[src/verilog/iwa_map.vh]
// Constants for the two-wire bus wait, address match and arbitration control
`ifndef IWA_MAP_VH
`define IWA_MAP_VH
`define IWA_ST_MASTER 7
`define IWA_ST_ARBLOST 6
`define IWA_ST_EXTCODE 5
`define IWA_ST_ADDRMATCH 4
`define IWA_ST_TRANSMIT 3
`define IWA_ST_ACKSEEN 2
`define IWA_ST_STARTSEEN 1
`define IWA_ST_STOPSEEN 0
`define IWA_EXT_NONE 3'h0
`define IWA_EXT_GENCALL 3'h1
`define IWA_EXT_STARTBYTE 3'h2
`define IWA_EXT_CBUS 3'h3
`define IWA_EXT_RESERVED 3'h4
`define IWA_EXT_TENBIT 3'h5
`define IWA_CLK8 4'h8
`define IWA_CLK9 4'h9
`define IWA_CNT_PRESTART 4'hf
`define IWA_RESET_STATUS 8'h00
`endif

[src/verilog/iwa_control.v]
// Two-wire bus interrupt, wait, address match and arbitration control
`timescale 1ns/10ps
`default_nettype none
`include "iwa_map.vh"
module iwa_control (
  // Clock and reset
  input wire clk,
  input wire rst_n,
  // Bus pins, open drain, enable high drives low
  input wire sclIn,
  output wire sclOut,
  output wire sclOe,
  input wire sdaIn,
  output wire sdaOut,
  output wire sdaOe,
  // Control bits
  input wire waitTimingSelect,
  input wire acknowledgeEnable,
  input wire stopInterruptEnable,
  input wire [7:0] localSlaveAddress,
  input wire waitRelease,
  input wire startRequest,
  input wire stopRequest,
  input wire leaveCommunication,
  input wire arbLostClear,
  input wire shiftWrite,
  input wire [7:0] shiftWriteData,
  // Status
  output reg [7:0] shiftData_q,
  output wire [7:0] busStatusRegister,
  output reg [2:0] extensionKind_q,
  output reg busInterrupt_q,
  output reg waitActive_q
);
  localparam S_IDLE = 3'h0;
  localparam S_ADDR = 3'h1;
  localparam S_DATA = 3'h2;
  localparam S_DROP = 3'h3;
  localparam S_START = 3'h4;
  localparam S_STOP = 3'h5;

  reg [2:0] state_q;
  reg [3:0] bitCnt_q;
  reg sclPrev_q;
  reg sdaPrev_q;
  reg master_q;
  reg transmit_q;
  reg extCode_q;
  reg addrMatch_q;
  reg arbLost_q;
  reg ackSeen_q;
  reg startSeen_q;
  reg stopSeen_q;
  reg driveSda_q;
  reg driveScl_q;
  wire [1:0] lineSync;
  wire sclS;
  wire sdaS;
  wire sclFall;
  wire sclRise;
  wire startCond;
  wire stopCond;
  wire releaseEvent;
  wire sendBit;

  iwa_sync #(.WIDTH(2)) uSync (
    .clk(clk),
    .rst_n(rst_n),
    .asyncIn({sclIn, sdaIn}),
    .syncOut(lineSync)
  );
  assign sclS = lineSync[1];
  assign sdaS = lineSync[0];
  assign sclFall = sclPrev_q & ~sclS;
  assign sclRise = ~sclPrev_q & sclS;
  assign startCond = sclS & sclPrev_q & sdaPrev_q & ~sdaS;
  assign stopCond = sclS & sclPrev_q & ~sdaPrev_q & sdaS;
  assign releaseEvent = waitRelease | shiftWrite | startRequest | stopRequest;

  // Extension code classification
  function [2:0] classifyExt;
    input [7:0] a;
    begin
      if (a[7:1] == 7'h00) begin
        classifyExt = a[0] ? `IWA_EXT_STARTBYTE : `IWA_EXT_GENCALL;
      end else if (a[7:1] == 7'h01) begin
        classifyExt = `IWA_EXT_CBUS;
      end else if (a[7:1] == 7'h02) begin
        classifyExt = `IWA_EXT_RESERVED;
      end else if (a[7:3] == 5'h1e) begin
        classifyExt = `IWA_EXT_TENBIT;
      end else begin
        classifyExt = `IWA_EXT_NONE;
      end
    end
  endfunction

  // Upper four bits all zero or all one
  function isExt;
    input [3:0] hi;
    begin
      isExt = (hi == 4'h0) | (hi == 4'hf);
    end
  endfunction

  assign sendBit = transmit_q | (master_q & state_q == S_ADDR);
  assign busStatusRegister = {master_q, arbLost_q, extCode_q, addrMatch_q,
                              transmit_q, ackSeen_q, startSeen_q, stopSeen_q};
  assign sdaOut = 1'b0;
  assign sdaOe = driveSda_q & ~arbLost_q;
  assign sclOut = 1'b0;
  assign sclOe = (waitActive_q | driveScl_q) & ~arbLost_q;

  always @(posedge clk) begin
    if (!rst_n) begin
      state_q <= S_IDLE;
      bitCnt_q <= 4'h0;
      sclPrev_q <= 1'b1;
      sdaPrev_q <= 1'b1;
      master_q <= 1'b0;
      transmit_q <= 1'b0;
      extCode_q <= 1'b0;
      addrMatch_q <= 1'b0;
      arbLost_q <= 1'b0;
      ackSeen_q <= 1'b0;
      startSeen_q <= 1'b0;
      stopSeen_q <= 1'b0;
      driveSda_q <= 1'b0;
      driveScl_q <= 1'b0;
      shiftData_q <= `IWA_RESET_STATUS;
      extensionKind_q <= `IWA_EXT_NONE;
      busInterrupt_q <= 1'b0;
      waitActive_q <= 1'b0;
    end else begin
      sclPrev_q <= sclS;
      sdaPrev_q <= sdaS;
      busInterrupt_q <= 1'b0;
      if (waitActive_q && releaseEvent) begin
        waitActive_q <= 1'b0;
      end
      if (shiftWrite) begin
        shiftData_q <= shiftWriteData;
      end
      if (arbLostClear) begin
        arbLost_q <= 1'b0;
      end
      if (stopCond) begin
        stopSeen_q <= 1'b1;
        startSeen_q <= 1'b0;
        master_q <= 1'b0;
        transmit_q <= 1'b0;
        extCode_q <= 1'b0;
        addrMatch_q <= 1'b0;
        driveSda_q <= 1'b0;
        driveScl_q <= 1'b0;
        waitActive_q <= 1'b0;
        state_q <= S_IDLE;
        if (state_q != S_STOP && master_q) begin
          arbLost_q <= 1'b1;
        end
        busInterrupt_q <= stopInterruptEnable;
      end else if (startCond) begin
        startSeen_q <= 1'b1;
        stopSeen_q <= 1'b0;
        extCode_q <= 1'b0;
        addrMatch_q <= 1'b0;
        transmit_q <= 1'b0;
        // Wraps to zero on the start's own clock fall
        bitCnt_q <= `IWA_CNT_PRESTART;
        state_q <= S_ADDR;
        if (!(state_q == S_START || master_q)) begin
          master_q <= 1'b0;
        end
        if (state_q == S_START) begin
          master_q <= 1'b1;
          driveSda_q <= 1'b1;
        end
      end else if (leaveCommunication) begin
        state_q <= S_DROP;
        extCode_q <= 1'b0;
        addrMatch_q <= 1'b0;
        transmit_q <= 1'b0;
        driveSda_q <= 1'b0;
        waitActive_q <= 1'b0;
      end else begin
        if (state_q == S_IDLE && startRequest && !startSeen_q) begin
          state_q <= S_START;
          driveSda_q <= 1'b1;
        end
        if (stopRequest && master_q) begin
          state_q <= S_STOP;
          driveSda_q <= 1'b1;
        end
        if (state_q == S_STOP && sclS && driveSda_q) begin
          driveSda_q <= 1'b0;
        end
        if (shiftWrite && (master_q || transmit_q)) begin
          driveSda_q <= ~shiftWriteData[7];
        end
        // First bit of a data byte rises while the count still shows nine
        if (sclRise && (state_q == S_ADDR || state_q == S_DATA) &&
            (bitCnt_q < `IWA_CLK8 || bitCnt_q == `IWA_CLK9)) begin
          shiftData_q <= {shiftData_q[6:0], sdaS};
          if (sendBit && driveSda_q == 1'b0 && !sdaS) begin
            arbLost_q <= 1'b1;
            master_q <= 1'b0;
            transmit_q <= 1'b0;
            driveSda_q <= 1'b0;
          end
        end
        if (sclRise && state_q == S_STOP && !sdaS && bitCnt_q == 4'h0) begin
          arbLost_q <= 1'b1;
        end
        if (sclFall && (state_q == S_ADDR || state_q == S_DATA)) begin
          bitCnt_q <= (bitCnt_q == `IWA_CLK9) ? 4'h1 : bitCnt_q + 4'h1;
          if (sendBit && (bitCnt_q < 4'h7 || bitCnt_q == `IWA_CLK9)) begin
            driveSda_q <= ~shiftData_q[7];
          end else if (bitCnt_q == 4'h7) begin
            driveSda_q <= 1'b0;
            if (state_q == S_ADDR) begin
              extensionKind_q <= classifyExt(shiftData_q);
              if (isExt(shiftData_q[7:4]) && !master_q) begin
                extCode_q <= 1'b1;
                busInterrupt_q <= 1'b1;
                waitActive_q <= ~waitTimingSelect;
                driveSda_q <= 1'b1;
              end
              if (!master_q && shiftData_q[7:1] == localSlaveAddress[7:1]) begin
                addrMatch_q <= 1'b1;
                transmit_q <= shiftData_q[0];
                driveSda_q <= 1'b1;
              end
            end else if (!waitTimingSelect && (master_q || addrMatch_q || extCode_q)) begin
              busInterrupt_q <= 1'b1;
              waitActive_q <= 1'b1;
              if (!transmit_q) begin
                driveSda_q <= acknowledgeEnable;
              end
            end else if (!waitTimingSelect && arbLost_q && extCode_q) begin
              busInterrupt_q <= 1'b1;
            end else if (!transmit_q && (master_q || addrMatch_q || extCode_q)) begin
              driveSda_q <= acknowledgeEnable;
            end
          end else if (bitCnt_q == 4'h8) begin
            ackSeen_q <= ~sdaS;
            driveSda_q <= 1'b0;
            if (state_q == S_ADDR) begin
              state_q <= S_DATA;
              if (master_q) begin
                busInterrupt_q <= 1'b1;
                waitActive_q <= 1'b1;
                transmit_q <= ~shiftData_q[0];
              end else if (addrMatch_q && !extCode_q) begin
                busInterrupt_q <= 1'b1;
                waitActive_q <= 1'b1;
              end else if (extCode_q && waitTimingSelect) begin
                waitActive_q <= 1'b1;
              end else if (!extCode_q && arbLost_q && waitTimingSelect) begin
                busInterrupt_q <= 1'b1;
              end else if (!extCode_q) begin
                state_q <= S_DROP;
              end
            end else if (waitTimingSelect && (master_q || addrMatch_q || extCode_q)) begin
              busInterrupt_q <= 1'b1;
              waitActive_q <= 1'b1;
            end else if (waitTimingSelect && arbLost_q) begin
              busInterrupt_q <= 1'b1;
            end
          end
        end
      end
    end
  end
endmodule // iwa_control
`default_nettype wire

[src/verilog/iwa_sync.v]
// Two flip-flop synchroniser for the bus line inputs
`timescale 1ns/10ps
`default_nettype none
module iwa_sync #(
  parameter WIDTH = 2
) (
  // Clock and reset
  input wire clk,
  input wire rst_n,
  // Asynchronous levels in, synchronous levels out
  input wire [WIDTH-1:0] asyncIn,
  output reg [WIDTH-1:0] syncOut
);
  reg [WIDTH-1:0] stage1_q;
  always @(posedge clk) begin
    if (!rst_n) begin
      stage1_q <= {WIDTH{1'b1}};
      syncOut <= {WIDTH{1'b1}};
    end else begin
      stage1_q <= asyncIn;
      syncOut <= stage1_q;
    end
  end
endmodule // iwa_sync
`default_nettype wire

[config.mk]
export PLATFORM = sky130hd
export DESIGN_NAME = iwa_control
export DESIGN_NICKNAME = d
export VERILOG_FILES = /design/src/verilog/iwa_control.v /design/src/verilog/iwa_sync.v
export VERILOG_INCLUDE_DIRS = /design/src /design/src/verilog
export SDC_FILE = /design/constraint.sdc
export NUM_CORES = 1
export LEC_CHECK = 0
export ABC_AREA = 0
export BUFFER_PORTS_ARGS = -buffer_cell sky130_fd_sc_hd__buf_4
export CORE_ASPECT_RATIO = 0.6
export CORE_MARGIN = 3
export CORE_UTILIZATION = 30
export DETAILED_ROUTE_END_ITERATION = 10
export MAX_ROUTING_LAYER = met4
export PLACE_DENSITY = 0.52
export SETUP_SLACK_MARGIN = 0.3
export SLEW_MARGIN = 20
export SYNTH_ARGS = -nofsm -noshare
export SYNTH_HDL_FRONTEND = slang
export SYNTH_SLANG_ARGS = --single-unit
[constraint.sdc]
create_clock -name clk -period 1.66 [get_ports clk]
set_input_delay 0.249 -clock clk [delete_from_list [all_inputs] [get_ports clk]]
set_output_delay 0.249 -clock clk [all_outputs]
set_load 0.03 [all_outputs]
==> qor.yml <==
cts.sink_count: 35
drv_slew: 0
rrSetupSlack_ps: -170
die_w_um: 112
grt_max_degree: 15
fin_tns_setup_ps: -720
grt-ovfl-total: 0
finalNonFillerCells: 439
grt.total_usage_pct: 18.5
syn-instance-count: 250
slew_headroom_pct: 55.8
antenna_found_initial: 0
synth-seq-cells: 35
violations: "negative setup slack"
start_util_pct: 32.0
nets: 383
required_ps: 1870
num_antenna_cells: 0
vias: 2235
gp_congestion: 0.962
drc: 0
ys_seq_area_share_pct: 34.6
drive_gt1_share_pct: 54.9
timing_hold_violations_final: 0
hold_class: "in2reg"
drt_iter0_drc: 127
wire_per_inst_um: 16.2
clock.fmax_mhz: 545
crit_slowest_cell: "or4_4"
cp_top_family: "compound AO/OA/AOI/OAI gates"
synthArstFlopShare_pct: 0
critPathArrivalTime_ps: 2040
path_cells: "or4_4, a211o_1, buf_4, nand2_4, o2111ai_1, a21oi_1"
die_h_um: 69.7
fin_worst_skew_ps: 9.20
cts-buffers-inserted: 5
rows: 22
tightest_slew_ps: 658
status: "complete, but fails checks"
core_mm2: 0.00633
synth_edf_count: 0
clkTransAtPathRegs_ps: 60
floorplan.die_area_mm2: 0.00781
hold_ws_ps: 147
clk_latency_ps: 280
period_share_pct: 110
viasPerCell: 5.09
h-tree-depth: 2
dp_hpwl_um: 5360
area_delta_synth_final_pct: 69.3
syn_area_per_cell_um2: 8.11
ios: 54
critPathCaptureType: "flop"
postLayoutCellArea_mm2: 0.00343
synth.distinct_cells: 57
antenna_left: 0
grt_pass1_wl_um: 11200
total_leakage_power_nw: 1.39
dr.pass1.iters: 4
place_area_mm2: 0.00291
path_class: "reg2reg"
timing.max_cap.violations: 0
grt_pass1_vias: 2148
yosysWarnings: 0
root_buffer: "clkbuf_16"
cts_tree: "yes"
setup_viol: 6
final.min_clock_period_ps: 1830
routed_wl_um: 7120
synthesis.area_mm2: 0.00203
rsz0062_at_grt: "true"
synthFlopType: "dfxtp_1"
p_per_area_mw_per_mm2: 703
vdd_drop_max_v: 0.000500
fin_ws_ps: -174
port_buffers: 50
dp.cells: 419
clk_path_buf_depth: 2
crit_path_start_kind: "flop"
worst-path-buf-inv: 1
path_max_fanout: 3
slowest_delay_ps: 560
[kinds of logic (layout without fill, tap and decap cells)]
kind of cell              count (synthesis)  in the layout  synth area share [%]
buffers and inverters                    26            130                  6.73
DFF                                      35             35                  34.6
and+or+nand+nor                          97             97                  27.2
xor gates and xnor gates                 10             10                  4.32
other                                     1              2                 0.185
muxes                                     7              7                  3.46
AOI/OAI and AO/OA                        74             74                  23.6
[sequential cells by signal, indices dropped and copies added, names as in the netlist]
signal / flops
busInterrupt_q: 1
addrMatch_q: 1
uSync.stage1_q: 2
uSync.syncOut: 2
sclPrev_q: 1
sdaPrev_q: 1
waitActive_q: 1
extensionKind_q: 3
state_q: 3
master_q: 1
extCode_q: 1
transmit_q: 1
startSeen_q: 1
ackSeen_q: 1
driveSda_q: 1
arbLost_q: 1
shiftData_q: 8
stopSeen_q: 1
bitCnt_q: 4
[final timing paths]
| kind | from | end | cells past startpoint |
|---|---|---|---|
| setup reg to reg | shiftData_q[6] | waitActive_q | 6 |
| hold / removal | sdaIn | uSync.stage1_q[0] | 2 |
| hold reg to reg | uSync.stage1_q[1] | uSync.syncOut[1] | 1 |
| setup / recovery | shiftData_q[6] | waitActive_q | 6 |
[what timing repair did]
item | 4_1_cts | 5_1_grt
resized for setup | 57 | 24
cloned | 0 | 0
hold buffers | 0 | 0
setup buffers | 8 | 4
endpoints found under the setup margin | 27 | 28
pin swaps | 21 | 14
[layout make-up]
cell class	instances	area, um2
repair buffers	115	920
flip-flops and latches	35	741
well taps	84	105
multi-input cells	190	1490
fillers	580	2900
clock buffers	7	143
inverters	7	26.3
clock inverters	1	5.00
[layer usage]
layer  routed length, um  global-route usage (%)
met5                   0                       -
met3                 594                    4.88
met4                  68                    4.27
met2                2780                    23.0
met1                3680                    28.8
[power by group]
part | internal [mW] | switching, mW
Clock | 0.595 | 0.358
Combinational | 0.282 | 0.264
Sequential | 0.873 | 0.0391
[cell usage after synthesis, types with 2 or more instances]
master | instances | area, um2
mux2i_1 | 7 | 70.1
nand3_1 | 6 | 30.0
a211oi_1 | 10 | 75.1
or4_1 | 2 | 15.0
clkbuf_1 | 8 | 30.0
buf_4 | 10 | 75.1
o211ai_1 | 4 | 30.0
dfxtp_1 | 35 | 701
a211o_1 | 2 | 17.5
nor3_1 | 5 | 25.0
nand2b_1 | 10 | 62.6
nor3b_1 | 3 | 22.5
nand4_1 | 2 | 12.5
xnor2_1 | 8 | 70.1
o21ai_1 | 3 | 15.0
xor2_1 | 2 | 17.5
a31oi_1 | 3 | 18.8
nor2b_1 | 4 | 25.0
nor4b_1 | 2 | 17.5
o21ai_0 | 15 | 75.1
o2111ai_1 | 2 | 17.5
o22ai_1 | 3 | 18.8
or3b_1 | 3 | 26.3
a21oi_1 | 18 | 90.1
nand2_1 | 15 | 56.3
nor3b_2 | 2 | 25.0
inv_1 | 6 | 22.5
nor2_1 | 27 | 101
or3_1 | 5 | 31.3
[cells in the final DEF, fill, tap and decap left out, types with 3 or more instances in the layout]
cell,instances
buf_4,101
nor2_1,18
dfxtp_1,17
a21oi_1,13
buf_6,13
nand2_1,12
dfxtp_2,11
nand2b_1,9
nor2_4,9
o21ai_0,8
a211oi_2,7
mux2i_1,7
dfxtp_4,7
o21ai_1,6
inv_1,6
a21oi_2,5
xnor2_1,5
clkbuf_16,5
nand3_1,4
o21ai_2,4
nor3_1,4
o211ai_1,4
nor3b_4,3
nor2b_1,3
a31oi_1,3
a211oi_1,3
or3_1,3
[per-stage QoR]
step	power (mW)	worst slack, ps	utilization, %
6_report	2.41	-174	54.2
5_1_grt	2.51	-263	54.2
4_1_cts	2.39	-168	52.4
3_5_place_dp	1.38	-184	45.9
3_3_place_gp	1.38	-131	45.9
2_1_floorplan	1.17	-122	-
Note: power is estimated with default switching activity, not from simulation.
